### config.mk
export PLATFORM = sky130hd
export DESIGN_NAME = ppc_top
export DESIGN_NICKNAME = d
export VERILOG_FILES = /design/src/hdl/ppc_extra_pin.v /design/src/hdl/ppc_pin_ctrl.v /design/src/hdl/ppc_top.v
export VERILOG_INCLUDE_DIRS = /design/src /design/src/hdl
export SDC_FILE = /design/constraint.sdc
export NUM_CORES = 1
export LEC_CHECK = 0
export ABC_AREA = 1
export BUFFER_PORTS_ARGS = -buffer_cell sky130_fd_sc_hd__buf_2
export CORE_UTILIZATION = 30
export DETAILED_ROUTE_END_ITERATION = 6
export REMOVE_ABC_BUFFERS = 1
export SYNTH_ARGS = -nofsm -noshare
export SYNTH_HDL_FRONTEND = slang
export SYNTH_SLANG_ARGS = --single-unit
### constraint.sdc
create_clock -name ref_clk -period 7.95 [get_ports ref_clk]
set_input_delay 1.59 -clock ref_clk [delete_from_list [all_inputs] [get_ports ref_clk]]
set_output_delay 1.59 -clock ref_clk [all_outputs]
set_load 0.01 [all_outputs]
### src/hdl/ppc_regs.vh
// Register map, field positions and reset values of the port pin configuration block.
// Assumes byte-wide registers reached by byte address; page select comes from a page register.
`ifndef PPC_REGS_VH
`define PPC_REGS_VH
`define PPC_OFS_P0_MODE_A     8'hb1
`define PPC_OFS_P0_MODE_B     8'hb2
`define PPC_OFS_P1_MODE_A     8'hb3
`define PPC_OFS_P1_MODE_B     8'hb4
`define PPC_OFS_EXTRA_SET     8'hb5
`define PPC_OFS_PAGE_SEL      8'hb6
`define PPC_RST_MODE_A        8'hff
`define PPC_RST_MODE_B        8'h00
`define PPC_RST_SCHMITT       8'h00
`define PPC_RST_SLEW          8'h00
`define PPC_RST_EXTRA_SET     8'h00
`define PPC_BIT_PULLUP        7
`define PPC_BIT_TIMER1_PIN_OUTPUT_ENABLE          3
`define PPC_BIT_TIMER0_PIN_OUTPUT_ENABLE          2
`define PPC_BIT_SCHMITT       0
`define PPC_EXTRA_MASK        8'h8d
`define PPC_MODE_QUASI        2'b00
`define PPC_MODE_PUSHPULL     2'b01
`define PPC_MODE_INPUT        2'b10
`define PPC_MODE_OPENDRAIN    2'b11
`endif

### src/hdl/ppc_extra_pin.v
// Extra pin pull-up, input type and timer output routing.
// Assumes the reset-pin-disable configuration level is stable after boot.
`include "ppc_regs.vh"
module ppc_extra_pin (
    input  wire [7:0] setting,
    input  wire       reset_pin_disable_config,
    input  wire       timer0_out,
    input  wire       timer1_out,
    output wire       pullup_on,
    output wire       schmitt_on,
    output wire       timer0_pin_drive,
    output wire       timer0_pin_en,
    output wire       timer1_pin_drive,
    output wire       timer1_pin_en
);
    // A pin used as reset always keeps its pull-up; otherwise the enable bit decides.
    assign pullup_on = reset_pin_disable_config ? 1'b1 : setting[`PPC_BIT_PULLUP];
    assign schmitt_on = setting[`PPC_BIT_SCHMITT];
    // Timer outputs reach their pins only when enabled.
    assign timer1_pin_en    = setting[`PPC_BIT_TIMER1_PIN_OUTPUT_ENABLE];
    assign timer1_pin_drive = setting[`PPC_BIT_TIMER1_PIN_OUTPUT_ENABLE] & timer1_out;
    assign timer0_pin_en    = setting[`PPC_BIT_TIMER0_PIN_OUTPUT_ENABLE];
    assign timer0_pin_drive = setting[`PPC_BIT_TIMER0_PIN_OUTPUT_ENABLE] & timer0_out;
endmodule

### src/hdl/ppc_pin_ctrl.v
// Per-pin drive control for one 8-bit port, decoded from the two mode bits.
// Assumes the pad drives high when drive_high is set and low when drive_low is set.
`include "ppc_regs.vh"
module ppc_pin_ctrl (
    input  wire [7:0] mode_a,
    input  wire [7:0] mode_b,
    input  wire [7:0] out_data,
    output wire [7:0] drive_high,
    output wire [7:0] drive_low,
    output wire [7:0] weak_pullup
);
    genvar i;
    generate
        for (i = 0; i < 8; i = i + 1) begin : g_pin
            wire [1:0] mode;
            assign mode = {mode_a[i], mode_b[i]};
            // Push-pull drives both levels; open-drain and quasi drive only low.
            assign drive_high[i]  = (mode == `PPC_MODE_PUSHPULL) & out_data[i];
            assign drive_low[i]   = ((mode == `PPC_MODE_PUSHPULL) | (mode == `PPC_MODE_QUASI) |
                                     (mode == `PPC_MODE_OPENDRAIN)) & ~out_data[i];
            // Quasi-bidirectional keeps a weak pull-up; input-only floats.
            assign weak_pullup[i] = (mode == `PPC_MODE_QUASI);
        end
    endgenerate
endmodule

### src/hdl/ppc_top.v
// Port pin configuration registers for two 8-bit ports and one extra pin.
// Assumes an Avalon-MM master with byte addresses; registers sit in the low byte lane.
// Assumes every pad control and timer pin feeds the pad ring straight from a flip-flop.
//
// Chosen here: the Avalon-MM register port.

`include "ppc_regs.vh"

// Overview of operation
// - Mode pair per pin: 00 quasi, 01 push-pull, 10 input-only, 11 open-drain.
// - Port 0 mode A resets to all ones, mode B to zeros.
// - Port 1 mode A resets to all ones, mode B to zeros.
// - Addresses b1 to b4 hold page 0 mode and page 1 input/slew registers.
// - Input-type bit 0 selects TTL input, 1 selects Schmitt input.
// - Slew bit 0 selects normal slew, 1 selects high-speed slew.
// - Input-type and slew registers of both ports reset to zeros.
// - Setting bit 7 enables extra pin pull-up when reset pin disabled.
// - Extra pin used as reset keeps its pull-up always on.
// - Setting bit 3 routes timer 1 output to its pin.
// - Setting bit 2 routes timer 0 output to its pin.
// - Setting bit 0 selects Schmitt input for the extra pin.
// - Setting register resets to zero.
module ppc_top (
    // Clock, reset and the Avalon-MM slave.
    input  wire        ref_clk,
    input  wire        rst,
    input  wire [7:0]  avs_address,
    input  wire        avs_read,
    input  wire        avs_write,
    input  wire [31:0] avs_writedata,
    input  wire [3:0]  avs_byteenable,
    output reg  [31:0] avs_readdata,
    output reg         avs_waitrequest,
    // Core data and configuration inputs.
    input  wire [7:0]  port0_out_data,
    input  wire [7:0]  port1_out_data,
    input  wire        reset_pin_disable_config,
    input  wire        timer0_out,
    input  wire        timer1_out,
    // Registered pad controls of both ports.
    output reg  [7:0]  port0_drive_high,
    output reg  [7:0]  port0_drive_low,
    output reg  [7:0]  port0_weak_pullup,
    output reg  [7:0]  port1_drive_high,
    output reg  [7:0]  port1_drive_low,
    output reg  [7:0]  port1_weak_pullup,
    // Registered input-type and slew selects.
    output reg  [7:0]  port0_schmitt_select,
    output reg  [7:0]  port1_schmitt_select,
    output reg  [7:0]  port0_slew_select,
    output reg  [7:0]  port1_slew_select,
    // Registered extra pin and timer pin controls.
    output reg         extra_pin_pullup_enable,
    output reg         extra_pin_schmitt_select,
    output reg         timer0_pin,
    output reg         timer0_pin_oe,
    output reg         timer1_pin,
    output reg         timer1_pin_oe
);

    // Page 0 mode registers: together they hold one mode pair per pin.
    reg  [7:0] port0_mode_a;
    reg  [7:0] port0_mode_b;
    reg  [7:0] port1_mode_a;
    reg  [7:0] port1_mode_b;

    // Page 1 input-type and slew-rate registers.
    reg  [7:0] port0_schmitt;
    reg  [7:0] port1_schmitt;
    reg  [7:0] port0_slew;
    reg  [7:0] port1_slew;

    // Extra pin setting, and the page selector that steers addresses b1 to b4.
    reg  [7:0] extra_pin_setting;
    reg        page_sel;

    // Bus handshake state and the byte that a read would return.
    reg        ack;
    reg  [7:0] next_rdata;

    // Request qualifiers and the write byte.
    wire       req;
    wire       wr_go;
    wire       lane0;
    wire [7:0] wbyte;

    // One select line per mapped byte address.
    wire       sel_p0_a;
    wire       sel_p0_b;
    wire       sel_p1_a;
    wire       sel_p1_b;
    wire       sel_extra;
    wire       sel_page;

    // Decoded pad controls of both ports, ahead of the output registers.
    wire [7:0] p0_dh;
    wire [7:0] p0_dl;
    wire [7:0] p0_wp;
    wire [7:0] p1_dh;
    wire [7:0] p1_dl;
    wire [7:0] p1_wp;

    // Decoded extra pin and timer pin controls.
    wire       x_pu;
    wire       x_st;
    wire       t0_d;
    wire       t0_e;
    wire       t1_d;
    wire       t1_e;

    // Each access is answered one cycle after it is seen; waitrequest drops for that edge.
    // A strobe is taken only while ack is low, so the completing edge never starts a
    // second access from the same strobe before the master has dropped it.
    assign req   = (avs_read | avs_write) & ~ack;
    assign wr_go = avs_write & ack;
    assign lane0 = avs_byteenable[0];
    assign wbyte = avs_writedata[7:0];

    // Address decode; addresses outside the map select nothing.
    assign sel_p0_a  = (avs_address == `PPC_OFS_P0_MODE_A);
    assign sel_p0_b  = (avs_address == `PPC_OFS_P0_MODE_B);
    assign sel_p1_a  = (avs_address == `PPC_OFS_P1_MODE_A);
    assign sel_p1_b  = (avs_address == `PPC_OFS_P1_MODE_B);
    assign sel_extra = (avs_address == `PPC_OFS_EXTRA_SET);
    assign sel_page  = (avs_address == `PPC_OFS_PAGE_SEL);

    // Handshake state: ack marks the completing cycle of a request.
    // One access: the strobe is seen at edge N with ack low, waitrequest falls after N,
    // and the access completes at edge N+1, where the master samples it low.
    // Waitrequest rises again after N+1, so every access costs exactly one wait cycle.
    always @(posedge ref_clk or posedge rst) begin
        if (rst) begin
            ack <= 1'b0;
            avs_waitrequest <= 1'b1;
        end else begin
            ack <= req;
            avs_waitrequest <= ~req;
        end
    end

    // Register writes; the page selector picks mode or input/slew registers.
    // A write lands only at the completing edge and only through byte lane 0.
    always @(posedge ref_clk or posedge rst) begin
        if (rst) begin
            port0_mode_a      <= `PPC_RST_MODE_A;
            port0_mode_b      <= `PPC_RST_MODE_B;
            port1_mode_a      <= `PPC_RST_MODE_A;
            port1_mode_b      <= `PPC_RST_MODE_B;
            port0_schmitt     <= `PPC_RST_SCHMITT;
            port1_schmitt     <= `PPC_RST_SCHMITT;
            port0_slew        <= `PPC_RST_SLEW;
            port1_slew        <= `PPC_RST_SLEW;
            extra_pin_setting <= `PPC_RST_EXTRA_SET;
            page_sel          <= 1'b0;
        end else if (wr_go && lane0) begin
            if (sel_p0_a) begin
                if (page_sel) begin
                    port0_schmitt <= wbyte;
                end else begin
                    port0_mode_a <= wbyte;
                end
            end else if (sel_p0_b) begin
                if (page_sel) begin
                    port0_slew <= wbyte;
                end else begin
                    port0_mode_b <= wbyte;
                end
            end else if (sel_p1_a) begin
                if (page_sel) begin
                    port1_schmitt <= wbyte;
                end else begin
                    port1_mode_a <= wbyte;
                end
            end else if (sel_p1_b) begin
                if (page_sel) begin
                    port1_slew <= wbyte;
                end else begin
                    port1_mode_b <= wbyte;
                end
            end else if (sel_extra) begin
                // Unused bits are dropped here so they can never read back as one.
                extra_pin_setting <= wbyte & `PPC_EXTRA_MASK;
            end else if (sel_page) begin
                page_sel <= wbyte[0];
            end
        end
    end

    // Read multiplexer; unmapped addresses read as zero.
    // The page selector steers addresses b1 to b4 here exactly as it does for writes.
    always @* begin
        next_rdata = 8'h00;
        if (sel_p0_a) begin
            next_rdata = page_sel ? port0_schmitt : port0_mode_a;
        end else if (sel_p0_b) begin
            next_rdata = page_sel ? port0_slew : port0_mode_b;
        end else if (sel_p1_a) begin
            next_rdata = page_sel ? port1_schmitt : port1_mode_a;
        end else if (sel_p1_b) begin
            next_rdata = page_sel ? port1_slew : port1_mode_b;
        end else if (sel_extra) begin
            next_rdata = extra_pin_setting & `PPC_EXTRA_MASK;
        end else if (sel_page) begin
            next_rdata = {7'h00, page_sel};
        end
    end

    // Read data is loaded at the edge that drops waitrequest and held afterwards.
    // Only the low byte lane carries data; the upper lanes always read as zero.
    always @(posedge ref_clk or posedge rst) begin
        if (rst) begin
            avs_readdata <= 32'h0000_0000;
        end else if (req && avs_read) begin
            avs_readdata <= {24'h000000, next_rdata};
        end
    end

    // Port 0: each pin's mode pair decides which drivers its output data may use.
    ppc_pin_ctrl u_port0 (
        .mode_a      (port0_mode_a),
        .mode_b      (port0_mode_b),
        .out_data    (port0_out_data),
        .drive_high  (p0_dh),
        .drive_low   (p0_dl),
        .weak_pullup (p0_wp)
    );

    // Port 1: the same per-pin decode as port 0.
    ppc_pin_ctrl u_port1 (
        .mode_a      (port1_mode_a),
        .mode_b      (port1_mode_b),
        .out_data    (port1_out_data),
        .drive_high  (p1_dh),
        .drive_low   (p1_dl),
        .weak_pullup (p1_wp)
    );

    // Extra pin and timer routing; whether a timer runs in timer mode is up to software.
    ppc_extra_pin u_extra (
        .setting                  (extra_pin_setting),
        .reset_pin_disable_config (reset_pin_disable_config),
        .timer0_out               (timer0_out),
        .timer1_out               (timer1_out),
        .pullup_on                (x_pu),
        .schmitt_on               (x_st),
        .timer0_pin_drive         (t0_d),
        .timer0_pin_en            (t0_e),
        .timer1_pin_drive         (t1_d),
        .timer1_pin_en            (t1_e)
    );

    // Pad controls are registered so every output comes from a flip-flop.
    always @(posedge ref_clk or posedge rst) begin
        if (rst) begin
            // Pads idle in reset: no drive and no pull-up on any pin.
            port0_drive_high         <= 8'h00;
            port0_drive_low          <= 8'h00;
            port0_weak_pullup        <= 8'h00;
            port1_drive_high         <= 8'h00;
            port1_drive_low          <= 8'h00;
            port1_weak_pullup        <= 8'h00;

            // Input-type and slew selects start at TTL input and normal slew.
            port0_schmitt_select     <= 8'h00;
            port1_schmitt_select     <= 8'h00;
            port0_slew_select        <= 8'h00;
            port1_slew_select        <= 8'h00;

            // Extra pin pull-up and Schmitt input start off.
            extra_pin_pullup_enable  <= 1'b0;
            extra_pin_schmitt_select <= 1'b0;

            // Timer pins start low and undriven.
            timer0_pin               <= 1'b0;
            timer0_pin_oe            <= 1'b0;
            timer1_pin               <= 1'b0;
            timer1_pin_oe            <= 1'b0;
        end else begin
            // Pad controls follow the decoded mode pair of each pin.
            port0_drive_high         <= p0_dh;
            port0_drive_low          <= p0_dl;
            port0_weak_pullup        <= p0_wp;
            port1_drive_high         <= p1_dh;
            port1_drive_low          <= p1_dl;
            port1_weak_pullup        <= p1_wp;

            // Input-type and slew selects copy the page 1 registers.
            port0_schmitt_select     <= port0_schmitt;
            port1_schmitt_select     <= port1_schmitt;
            port0_slew_select        <= port0_slew;
            port1_slew_select        <= port1_slew;

            // Extra pin pull-up and input type.
            extra_pin_pullup_enable  <= x_pu;
            extra_pin_schmitt_select <= x_st;

            // Timer pins, each gated by its output enable.
            timer0_pin               <= t0_d;
            timer0_pin_oe            <= t0_e;
            timer1_pin               <= t1_d;
            timer1_pin_oe            <= t1_e;
        end
    end

endmodule

==> results.md <==
* Synth cell types at 28
* Die Y at 149 um
* Nets at 844
* Count leader, synth: nand2_1
* Clock skew at 0.00678 ns
* 1st-pass router iterations at 5
* Busiest grt layer: met2
* Initial antenna violation count at 0
* Num rows at 53
* Top_reg_cell synth: dfrtp_1
* Global routing usage on met3 at under 10%
* Post-Place Setup Slack at ~4.6 ns
* # clock sinks at between 150 and 200
* Slowest stage delay, CP at 0.51 ns
* Clock buffer depth at 2
* Post-synth top area share at around 57%
* Leakage at 4.00 nW
* Max-Cap Viols at 0
* Number of synthesized flops with an enable pin at 0
* Final worst-path cycle share at 35.8%
* Die area at 22100 um^2
* Placer Congestion at 0.765
* CP max-delay cell: and2_1
* CTS Buf Count at 17
* Area Overhead vs Synth at 21.6%
* Outcome: completed
* CTS H-tree depth at 4
* Slew @ Worst Pin at 1.00 ns
* WS Path Type: in2reg
* Peak VDD IR at 0.000134 V
* Max-slew violation count at 0
* Gr ovfl total at 0
* Pwr Total at 1.76 mW
* Setup Viol. Count Final at 0
* 1st-iter DRT viols at 275
* Cell area after synthesis at 6450 um^2
* Slew headroom at 33.1%
* Buffers on Ports at 134
* Vias in the first global route at 4394
* CTS tree: built
* CP endpoint kind: flop
* Starting Density at 30.7%
* Area leader, netlist: dfrtp_1
* RSZ-0062 raised after global routing: no
* Syn. warnings at 0
* Layout cells sized above 1 at 27.8%
* Cell Count Post-Placement at a little over 1000
* Post-CTS Resized at 0
* Global-route wire length before repair at 24200 um
* Finished Layout Cells at ~1100
* Hold_buf cts at 0
* WP data required at 8.29 ns
* Post-DP HPWL at 10700 um
* TNS Setup at 0 ns
* Worst Setup Start Kind: input port
* Final worst slack at 5.10 ns
* #FFs+latches synth at 165
* Io pins at 186
* Post-Route WL at 15700 um
* Hold Crit Class: reg2reg
* Critical-path cell list: buf_2, inv_1, nand2_2, nor2_8, and2_1, nand3_4, o21ai_1
* CP arrival at 3.19 ns
* Drt drc at 0
* Synth area leaders: dfrtp_1 57%, nand2_1 9.1%, dfstp_2 6.9%
* Post-Synthesis Cells at 640
* Syn avg cell area at 10.1 um^2
* Met1 usage at 19.6%
* Routed wirelength normalized by instance count at 14.7 um
* CTS root buffer: clkbuf_16
* Worst skew pair latency at approximately 0.42 ns
* Fin crit period at between 2 and 3 ns
* Core area at between 20000 and 25000 um^2
* F_max at 351 MHz
* Sequential cell area fraction in the yosys report at 64.3%
* Pwr per Cell Area at approximately 220 nW/um^2
* Most frequent cells after synthesis: 157 x nand2_1, 148 x dfrtp_1, 69 x nor2_1
* CP Max Fanout at 18
* Die width at 149 um
* Post CTS Setup Buffer Count at 0
* GRT Overall Usage at 14.9%
* Synth async-reset ratio at 100%
* Final hold viol count at 0
* Final ANT Viol Nets at 0
* Via density at 4.36
* Clk pin slew, worst setup/hold paths at 0.06 ns
* Antenna Cells at 0
* Vias at approximately 4600
* GR Util met2 at a little under a quarter
* Largest net degree at the start of global routing at approximately 90
cell type report:
cell class | instances | area [um^2]
clock buffers | 21 | 450
flip-flops and latches | 165 | 4150
inverters | 42 | 163
repair buffers | 136 | 686
well taps | 275 | 344
multi-input cells | 415 | 1940
fillers | 2155 | 13200
clock inverters | 11 | 113
cell families after synthesis:
group | after synthesis | synth area share, %
simple gates | 282 | 20.0
other cells | 1 | 0.0581
compound gates | 109 | 8.69
flops | 165 | 64.3
buf+inv | 83 | 6.94
state kept, by name, indices dropped and copies added, names as in the netlist, 4 cells and up:
name                  cells
port0_mode_a              8
port0_drive_high          8
port1_drive_low           8
port1_mode_a              8
port0_drive_low           8
port0_mode_b              8
port1_schmitt             8
port0_schmitt_select      8
extra_pin_setting         4
port1_mode_b              8
port0_schmitt             8
port0_slew                8
port1_schmitt_select      8
port0_slew_select         8
port0_weak_pullup         8
port1_drive_high          8
port1_slew_select         8
port1_weak_pullup         8
port1_slew                8
avs_readdata              8
worst max-delay path: cells and delay by family:
kind / cells / cell delay, ns
AOI/OAI and AO/OA: 1 / 0.26
buffers and inverters: 2 / 0.14
and+or+nand+nor: 4 / 1.18
report_power, final:
part | switching [mW] | internal (mW)
registers | 0.00695 | 0.859
clock network | 0.329 | 0.467
logic | 0.0698 | 0.0303
worst paths after layout:
kind                                start  cells past startpoint  slack (ns)              endpoint
hold reg to reg             port1_slew[1]                      0        0.40  port1_slew_select[1]
hold / removal              port1_slew[1]                      0        0.40  port1_slew_select[1]
setup / recovery           avs_address[6]                      7        5.10       port1_mode_a[0]
setup reg to reg                 page_sel                      4        6.10       port1_mode_b[5]
max in group asynchronous             rst                      3        5.14  port1_slew_select[4]
min in group asynchronous             rst                      2        1.28  port0_weak_pullup[3]
metal layers:
layer	wire length, um	share of wire, %
met2	7510	48
met3	926	5.9
met5	0	0
met1	7010	45
met4	234	1.5
layout by cell type (no fill, tap or decap), types with 23 or more instances in the layout:
cell     instances
a21oi_1         31
dfrtp_1        148
o21ai_0         31
nand3_1         23
o21ai_1         43
inv_1           35
buf_2          134
nor2_1          69
nand2_1        157
conb_1          24
stage by stage:
stage	hold WS, ns	instance area, um^2	utilization, %
floorplan	0.369	6250	-
global placement	0.383	7280	34.6
detailed placement	0.386	7280	34.6
CTS	0.398	7840	37.3
global route	0.415	7840	37.3
finish	0.399	7840	37.3
No activity file was read; power rests on OpenSTA's default activity.
